<file path="src/hw/bal_pkg.sv">
// Package with the operation codes, states and reset values of the byte datapath.
package bal_pkg;

  // Operations carried out by the datapath.
  typedef enum logic [2:0] {
    and_literal_op,
    add_literal_op,
    and_register_op,
    add_register_op,
    add_register_with_carry_op,
    arith_shift_right_op,
    bit_clear_op,
    pointer_add_literal_op
  } bal_op_e;

  // Sequencer states: a normal cycle, or the extra cycle of an indirect access.
  typedef enum logic {
    bal_idle,
    bal_stall
  } bal_state_e;

  // Field widths and positions.
  localparam int DATA_W        = 8;
  localparam int PTR_W         = 16;
  localparam int FILE_ADDR_W   = 7;
  localparam int BIT_SEL_W     = 3;
  localparam int PTR_LIT_W     = 6;
  localparam int PTR_LIT_SIGN  = 5;
  localparam int NIBBLE_TOP    = 3;
  localparam int MSB_POS       = 7;

  // Destination select encodings.
  localparam logic DEST_ACCUM  = 1'b0;
  localparam logic DEST_FILE   = 1'b1;

  // Values after reset.
  localparam logic [7:0]  ACCUM_RST = 8'h00;
  localparam logic [15:0] PTR_RST   = 16'h0000;
  localparam logic [6:0]  ADDR_RST  = 7'h00;
  localparam logic        FLAG_RST  = 1'b0;
  localparam logic        READY_RST = 1'b1;

  // Instruction cycles of a normal operation and extra cycles of an indirect access.
  localparam int BASE_CYCLES   = 1;
  localparam int EXTRA_CYCLES  = 1;

endpackage

</file>
<file path="src/hw/bal_adder8.sv">
// Eight-bit adder with carry in, carry out of bit 7 and carry out of bit 3.
`timescale 1ns/1ns
module bal_adder8
(
  // Operands.
  input  wire logic [7:0] i_a,
  input  wire logic [7:0] i_b,
  input  wire logic       i_cin,
  // Results.
  output logic [7:0]      o_sum,
  output logic            o_carry,
  output logic            o_nibble_carry
);

  logic [8:0] full_sum;
  logic [4:0] low_sum;

  // Full sum gives the carry out of bit 7, the low nibble sum the carry out of bit 3.
  assign full_sum       = {1'b0, i_a} + {1'b0, i_b} + {8'h00, i_cin};
  assign low_sum        = {1'b0, i_a[3:0]} + {1'b0, i_b[3:0]} + {4'h0, i_cin};
  assign o_sum          = full_sum[7:0];
  assign o_carry        = full_sum[8];
  assign o_nibble_carry = low_sum[4];

endmodule

</file>
<file path="src/hw/bal_ptr_adder.sv">
// Adds a sign-extended six-bit literal to a sixteen-bit pointer with wrap-around.
`timescale 1ns/1ns
module bal_ptr_adder
(
  // Operands.
  input  wire logic [15:0] i_ptr,
  input  wire logic [5:0]  i_lit,
  // Result.
  output logic [15:0]      o_sum
);

  logic [15:0] lit_ext;

  // The literal sign bit fills the upper ten bits, so -32 to 31 is covered.
  assign lit_ext = {{10{i_lit[bal_pkg::PTR_LIT_SIGN]}}, i_lit};
  // The carry out of bit 15 is dropped, so the sum wraps modulo 65536.
  assign o_sum   = i_ptr + lit_ext;

endmodule

</file>
<file path="src/hw/bal_core.sv">
// Execution datapath for the byte arithmetic, logic, bit-clear and pointer-add operations.
`timescale 1ns/1ns
module bal_core
(
  // Clock and reset.
  input  wire logic                  i_core_clk,
  input  wire logic                  i_rst,
  // Operation request from the decoder.
  input  wire logic                  i_op_valid,
  input  wire bal_pkg::bal_op_e      i_op,
  input  wire logic [7:0]            i_literal,
  input  wire logic [6:0]            i_file_addr,
  input  wire logic [7:0]            i_file_rdata,
  input  wire logic                  i_dest_sel,
  input  wire logic [2:0]            i_bit_sel,
  input  wire logic                  i_ptr_sel,
  input  wire logic                  i_indirect_slow,
  // Handshake back to the decoder.
  output logic                       o_ready,
  output logic                       o_done,
  // Accumulator and status flags.
  output logic [7:0]                 o_accum,
  output logic                       o_carry,
  output logic                       o_nibble_overflow_bit,
  output logic                       o_zero,
  // Write port into data memory.
  output logic                       o_file_we,
  output logic [6:0]                 o_file_addr,
  output logic [7:0]                 o_file_wdata,
  // Indirect pointers.
  output logic [15:0]                o_indirect_pointer0,
  output logic [15:0]                o_indirect_pointer1
);

  // Whole state of the datapath.
  typedef struct packed {
    bal_pkg::bal_state_e fsm;
    logic                ready;
    logic                done;
    logic [7:0]          accum;
    logic                carry;
    logic                nibble;
    logic                zero;
    logic [15:0]         ptr0;
    logic [15:0]         ptr1;
    logic                file_we;
    logic [6:0]          file_addr;
    logic [7:0]          file_wdata;
    bal_pkg::bal_op_e    op;
    logic [7:0]          lit;
    logic [6:0]          addr;
    logic [7:0]          fdata;
    logic                dest;
    logic [2:0]          bit_sel;
    logic                ptr_sel;
  } bal_state_s;

  bal_state_s s_q;
  bal_state_s s_d;

  // Operands of the operation being executed this cycle.
  bal_pkg::bal_op_e x_op;
  logic [7:0]       x_lit;
  logic [6:0]       x_addr;
  logic [7:0]       x_fdata;
  logic             x_dest;
  logic [2:0]       x_bit_sel;
  logic             x_ptr_sel;
  logic             accept;
  logic             exec;

  // Adder inputs and outputs.
  logic [7:0]       add_b;
  logic             add_cin;
  logic [7:0]       add_sum;
  logic             add_carry;
  logic             add_nibble;
  logic [15:0]      ptr_in;
  logic [15:0]      ptr_sum;

  // True for the two byte operations whose second operand is the literal; pointer add is not included.
  function automatic logic uses_literal(input bal_pkg::bal_op_e op);
    uses_literal = (op == bal_pkg::and_literal_op) || (op == bal_pkg::add_literal_op);
  endfunction

  // True when an eight-bit result is all zeros.
  function automatic logic is_zero(input logic [7:0] value);
    is_zero = (value == 8'h00);
  endfunction

  // A request is taken whenever the datapath is ready.
  assign accept = s_q.ready && i_op_valid;

  // Operands come straight from the request, or from the latched copy after a stall.
  // The copy holds the file data seen at the taking edge, so a stall never reads memory again.
  always_comb
  begin
    if (s_q.fsm == bal_pkg::bal_stall)
    begin
      x_op      = s_q.op;
      x_lit     = s_q.lit;
      x_addr    = s_q.addr;
      x_fdata   = s_q.fdata;
      x_dest    = s_q.dest;
      x_bit_sel = s_q.bit_sel;
      x_ptr_sel = s_q.ptr_sel;
      exec      = 1'b1;
    end
    else
    begin
      x_op      = i_op;
      x_lit     = i_literal;
      x_addr    = i_file_addr;
      x_fdata   = i_file_rdata;
      x_dest    = i_dest_sel;
      x_bit_sel = i_bit_sel;
      x_ptr_sel = i_ptr_sel;
      exec      = accept && !i_indirect_slow;
    end
  end

  // Adder operand selection: literal or register, carry in only for add with carry.
  assign add_b   = uses_literal(x_op) ? x_lit : x_fdata;
  assign add_cin = (x_op == bal_pkg::add_register_with_carry_op) ? s_q.carry : 1'b0;
  assign ptr_in  = x_ptr_sel ? s_q.ptr1 : s_q.ptr0;

  // Shared byte adder for all byte additions.
  bal_adder8 u_adder8
  (
    .i_a            (s_q.accum),
    .i_b            (add_b),
    .i_cin          (add_cin),
    .o_sum          (add_sum),
    .o_carry        (add_carry),
    .o_nibble_carry (add_nibble)
  );

  // Pointer adder for the pointer-add operation.
  bal_ptr_adder u_ptr_adder
  (
    .i_ptr (ptr_in),
    .i_lit (x_lit[bal_pkg::PTR_LIT_W-1:0]),
    .o_sum (ptr_sum)
  );

  // Next-state logic: sequencing, result routing and flag updates.
  always_comb
  begin
    logic [7:0] result;
    logic       route;
    result     = 8'h00;
    route      = 1'b0;
    s_d        = s_q;
    s_d.done   = 1'b0;
    s_d.file_we = 1'b0;

    // A slow request is latched and executed one cycle later.
    if (s_q.fsm == bal_pkg::bal_idle && accept && i_indirect_slow)
    begin
      s_d.fsm     = bal_pkg::bal_stall;
      s_d.ready   = 1'b0;
      s_d.op      = i_op;
      s_d.lit     = i_literal;
      s_d.addr    = i_file_addr;
      s_d.fdata   = i_file_rdata;
      s_d.dest    = i_dest_sel;
      s_d.bit_sel = i_bit_sel;
      s_d.ptr_sel = i_ptr_sel;
    end

    // Execute now: flags that the operation does not name keep their value,
    // and any write pulse lasts exactly the one cycle in which done is high.
    if (exec)
    begin
      s_d.fsm   = bal_pkg::bal_idle;
      s_d.ready = 1'b1;
      s_d.done  = 1'b1;
      unique case (x_op)
        bal_pkg::and_literal_op:
        begin
          s_d.accum = s_q.accum & x_lit;
          s_d.zero  = is_zero(s_q.accum & x_lit);
        end
        bal_pkg::add_literal_op:
        begin
          s_d.accum  = add_sum;
          s_d.carry  = add_carry;
          s_d.nibble = add_nibble;
          s_d.zero   = is_zero(add_sum);
        end
        bal_pkg::and_register_op:
        begin
          result    = s_q.accum & x_fdata;
          route     = 1'b1;
          s_d.zero  = is_zero(result);
        end
        bal_pkg::add_register_op,
        bal_pkg::add_register_with_carry_op:
        begin
          result     = add_sum;
          route      = 1'b1;
          s_d.carry  = add_carry;
          s_d.nibble = add_nibble;
          s_d.zero   = is_zero(add_sum);
        end
        bal_pkg::arith_shift_right_op:
        begin
          result    = {x_fdata[bal_pkg::MSB_POS], x_fdata[7:1]};
          route     = 1'b1;
          s_d.carry = x_fdata[0];
          s_d.zero  = is_zero({x_fdata[bal_pkg::MSB_POS], x_fdata[7:1]});
        end
        bal_pkg::bit_clear_op:
        begin
          // Only the chosen bit is cleared; the result always goes back to the register.
          s_d.file_we    = 1'b1;
          s_d.file_addr  = x_addr;
          s_d.file_wdata = x_fdata & ~(8'h01 << x_bit_sel);
        end
        bal_pkg::pointer_add_literal_op:
        begin
          // The pointer pair that is not selected is left as it is.
          if (x_ptr_sel)
          begin
            s_d.ptr1 = ptr_sum;
          end
          else
          begin
            s_d.ptr0 = ptr_sum;
          end
        end
      endcase

      // Register results follow the destination select.
      // Bit clear and the literal operations leave route low and never pass through here.
      if (route)
      begin
        if (x_dest == bal_pkg::DEST_FILE)
        begin
          s_d.file_we    = 1'b1;
          s_d.file_addr  = x_addr;
          s_d.file_wdata = result;
        end
        else
        begin
          s_d.accum = result;
        end
      end
    end
  end

  // State register with synchronous reset.
  always_ff @(posedge i_core_clk)
  begin
    if (i_rst)
    begin
      // Done and write enable start low, so no stray write pulse follows reset.
      s_q            <= '0;
      s_q.fsm        <= bal_pkg::bal_idle;
      s_q.ready      <= bal_pkg::READY_RST;
      s_q.accum      <= bal_pkg::ACCUM_RST;
      s_q.carry      <= bal_pkg::FLAG_RST;
      s_q.nibble     <= bal_pkg::FLAG_RST;
      s_q.zero       <= bal_pkg::FLAG_RST;
      s_q.ptr0       <= bal_pkg::PTR_RST;
      s_q.ptr1       <= bal_pkg::PTR_RST;
      s_q.file_addr  <= bal_pkg::ADDR_RST;
      s_q.file_wdata <= bal_pkg::ACCUM_RST;
    end
    else
    begin
      s_q <= s_d;
    end
  end

  // Outputs come straight from the state register.
  assign o_ready               = s_q.ready;
  assign o_done                = s_q.done;
  assign o_accum               = s_q.accum;
  assign o_carry               = s_q.carry;
  assign o_nibble_overflow_bit = s_q.nibble;
  assign o_zero                = s_q.zero;
  assign o_file_we             = s_q.file_we;
  assign o_file_addr           = s_q.file_addr;
  assign o_file_wdata          = s_q.file_wdata;
  assign o_indirect_pointer0   = s_q.ptr0;
  assign o_indirect_pointer1   = s_q.ptr1;

endmodule

</file>
<file path="config.mk">
export PLATFORM = sky130hd
export DESIGN_NAME = bal_core
export DESIGN_NICKNAME = d
export VERILOG_FILES = /design/src/hw/bal_pkg.sv /design/src/hw/bal_adder8.sv /design/src/hw/bal_ptr_adder.sv /design/src/hw/bal_core.sv
export SDC_FILE = /design/constraint.sdc
export NUM_CORES = 1
export LEC_CHECK = 0
export ABC_CLOCK_PERIOD_IN_PS = 6100
export BUFFER_PORTS_ARGS = -buffer_cell sky130_fd_sc_hd__buf_2
export CORE_ASPECT_RATIO = 0.8
export CORE_UTILIZATION = 54
export DETAILED_ROUTE_END_ITERATION = 8
export PLACE_DENSITY = 0.76
export SLEW_MARGIN = 20
export SYNTH_ARGS = -nofsm -noshare
export SYNTH_HDL_FRONTEND = slang
export SYNTH_SLANG_ARGS = --single-unit
</file>
<file path="constraint.sdc">
create_clock -name i_core_clk -period 6.1 [get_ports i_core_clk]
set_input_delay 0.305 -clock i_core_clk [delete_from_list [all_inputs] [get_ports i_core_clk]]
set_output_delay 0.305 -clock i_core_clk [all_outputs]
set_load 0.01 [all_outputs]
</file>
==> results.py <==
metrics = {
    "floorplanning": {
        "start_util_pct": 55.6,
        "die-area_um2": 12400,
        "core_um2": 11600,
        "num_rows": 35,
        "die_w_um": 124,
        "ioPinCount": 96,
        "die_h_um": 99.6,
    },
    "placed_design": {
        "gp_congestion": 0.963,
        "dpl_cell_area_um2": 6520,
        "dpl.hpwl_um": 13400,
        "preCtsSetupSlack_ns": 1.99,
        "port_buffers": 95,
    },
    "synth": {
        "synth_adder_area_share_pct": 5.21,
        "synthFlopType": "dfxtp_1",
        "synth-edff-count": 0,
        "syn_inst": 814,
        "synth_compound_area_share_pct": 22.9,
        "avgSynthCellArea_um2": 7.90,
        "ys_ff_latch": 93,
        "synth_warnings": 0,
        "synth_top_family_by_area": "compound AO/OA/AOI/OAI gates",
        "yosys.area_share.simple_pct": 20.8,
        "syn-cell-area_um2": 6430,
        "yosys.cell_types.count": 72,
        "synth-seq-area-share_pct": 28.9,
        "synth_mux_area_share_pct": 8.81,
        "synthXorXnorAreaFrac_pct": 2.04,
        "async_reset_ff_share_pct": 0,
        "synth.net_count": 874,
    },
    "final_layout": {
        "n_antenna_cell": 0,
        "drive_above_1_share_pct": 19.8,
        "final_common_cell": "nand2_1",
        "syn_to_final_growth_pct": 6.09,
        "final_nets": 880,
        "stdcell_area_um2": 6820,
        "final_cell_mix": "nand2_1, buf_2, dfxtp_1",
        "fillers": 1056,
        "seqCellArea_um2": 1860,
        "multi_input_comb_area_um2": 3880,
    },
    "timing": {
        "period_needed_ns": 4.15,
        "period_share_pct": 68.0,
        "setup_viol": 0,
        "slew_violations": 0,
        "finalClockSkew_ns": 0.00720,
        "slew_headroom_pct": 26.9,
        "fin_setup_tns_ns": 0,
        "timing.fmax_ghz": 0.241,
        "hold_violations": 0,
        "grt_setup_unrepaired": "no",
        "worst_pin_slew_ns": 1.10,
        "finalWorstSetupSlack_ns": 1.95,
    },
    "clock_network": {
        "cts.sinks": 93,
        "numCtsBuffers": 9,
        "cts_buffer_depth": 2,
        "root_buffer": "clkbuf_16",
        "cts_setup_buffers": 0,
        "clk_pin_slew_worst_paths_ns": 0.07,
        "postCtsHoldBufs": 0,
        "cts_tree": "done",
        "htree_levels": 3,
        "clk_latency_ns": 0.35,
        "cts_resized": 0,
    },
    "worst_setup_path": {
        "path_cells": "buf_4 > mux2i_1 > a21oi_1 > fa_1 > a211o_1 > a211oi_1 > o211ai_1 > nand2b_1 > a221o_1 > a21oi_1",
        "crit_type": "reg2reg",
        "cp-start-kind": "flop",
        "path_max_fanout": 33,
        "crit_arrival_ns": 4.42,
        "cp_num_buf_inv": 1,
        "worstPathRequired_ns": 6.37,
        "cpPeakStageDelay_ns": 0.83,
        "crit_path_frequent_cell": "a21oi_1",
        "crit_family": "compound AO/OA/AOI/OAI gates",
        "cp_slowest_cell": "dfxtp_2",
        "cp-end-kind": "flop",
    },
    "global_routing": {
        "met1_usage_pct": 45.4,
        "use_met2_pct": 44.1,
        "grt_usage_pct": 30.5,
        "grt_pass1_wl_um": 29200,
        "grt-ovfl-total": 0,
        "grt_max_degree": 50,
        "grtUsageMet3_pct": 6.19,
        "top_usage_layer": "met1",
        "antenna_found_initial": 0,
        "grt_pass1_vias": 5587,
    },
    "pwr": {
        "pwr-share-comb_pct": 22.1,
        "p_per_area_nw_per_um2": 232,
        "seqPwrFrac_pct": 41.6,
        "p_leak_nw": 2.76,
        "p_int_w": 0.00106,
        "clkPwrFrac_pct": 36.3,
        "p_switching_w": 0.000523,
        "sw_frac_of_total_pct": 33.0,
        "ir_drop_mv": 0.179,
    },
    "route": {
        "drc": 0,
        "drt-total-wl_um": 18400,
        "vias_per_cell": 6.29,
        "dr.pass1.iters": 5,
        "ant_nets": 0,
        "drtIter0Drc": 571,
        "wire_per_inst_um": 18.9,
        "num_vias": 6123,
    },
    "outcome": {
        "status": "finished, final reports clean",
    },
    "worst_hold_path": {
        "hold_path.class": "in2reg",
    },
    "run": {
        "drv_cap": 0,
    },
}
[cell type report]
type | instances | area share, %
sequential | 93 | 27.3
clock buffer | 10 | 3.50
timing repair buffer | 103 | 7.85
clock inverter | 6 | 0.917
tap | 148 | 2.71
inverter | 15 | 0.825
multi-input combinational | 598 | 56.9
[registers in the layout (all words and copies together), names as in the netlist]
name and count:
o_ready 1, o_carry 1, o_file_wdata 8, o_done 1
o_file_addr 7, o_indirect_pointer0 16, s_q 32, o_accum 8
o_zero 1, o_indirect_pointer1 16, o_file_we 1, o_nibble_overflow_bit 1
[power by group through the flow]
stage	logic (W)	clock network, W	registers [W]
finish	0.000350	0.000575	0.000659
global route	0.000378	0.000606	0.000661
CTS	0.000339	0.000581	0.000658
detailed placement	0.000337	0	0.000672
global placement	0.000330	0	0.000671
floorplan	0.000259	0	0.000660
[per-layer routing]
metal	wire (um)	share of wire (%)	vias to the layer above
met5	0	0	-
met2	7690	42	309
li1	-	-	2878
met1	8740	48	2897
met3	1590	8.6	39
met4	367	2.0	0
[cells by family after synthesis]
group	Yosys count
compound gates	225
buf+inv	123
simple gates	281
xor+xnor	15
mux	52
flops	93
fa+ha+maj	25
[tightest hold or removal path, stage by stage]
cell and delay [ns]:
buf_2 0.10, nand2_1 0.05, a21oi_1 0.05
[final timing paths]
kind / from / to / slack, ns / cells past startpoint
setup / recovery: s_q[92] / o_accum[6] / 1.95 / 10
hold / removal: i_file_addr[4] / s_q[17] / 0.20 / 3
hold reg to reg: s_q[20] / s_q[20] / 0.45 / 2
setup reg to reg: s_q[92] / o_accum[6] / 1.95 / 10
[synth_stat cells, types with 4 or more instances]
cell	instances	area, um2
a31oi_1	5	31.3
nor2_1	47	176
nand2b_1	16	100
and3_1	4	25.0
a21oi_1	90	450
mux2i_1	26	260
nand2_1	131	492
a211oi_1	15	113
nor3b_1	4	30.0
nand3_1	10	50.1
clkbuf_1	34	128
a21o_1	7	52.6
a211o_1	7	61.3
nor4_1	4	25.0
o21a_1	8	60.1
buf_4	55	413
o311ai_0	7	61.3
o32ai_1	4	35.0
xnor2_1	11	96.3
o21ai_0	28	140
a22o_1	4	35.0
o211ai_1	4	30.0
xor2_1	4	35.0
dfxtp_1	93	1860
nor3_1	15	75.1
o22ai_1	6	37.5
mux2_2	22	248
nor2b_1	9	56.3
o21ai_1	4	20.0
buf_2	13	65.1
nand3b_1	16	120
inv_1	14	52.6
ha_1	22	275
or3_1	6	37.5
a2111oi_0	7	61.3
[per-stage QoR]
stage | cells | total power (W) | util (%) | hold WS (ns)
final | 973 | 0.00158 | 59.0 | 0.202
after global routing | 973 | 0.00165 | 59.0 | 0.198
after CTS | 973 | 0.00158 | 59.0 | 0.195
after detailed placement | 957 | 0.00101 | 56.4 | 0.446
after global placement | 957 | 0.00100 | 56.3 | 0.438
after floorplan | 814 | 0.000919 | - | 0.433
(Power assumes the default switching activity.)
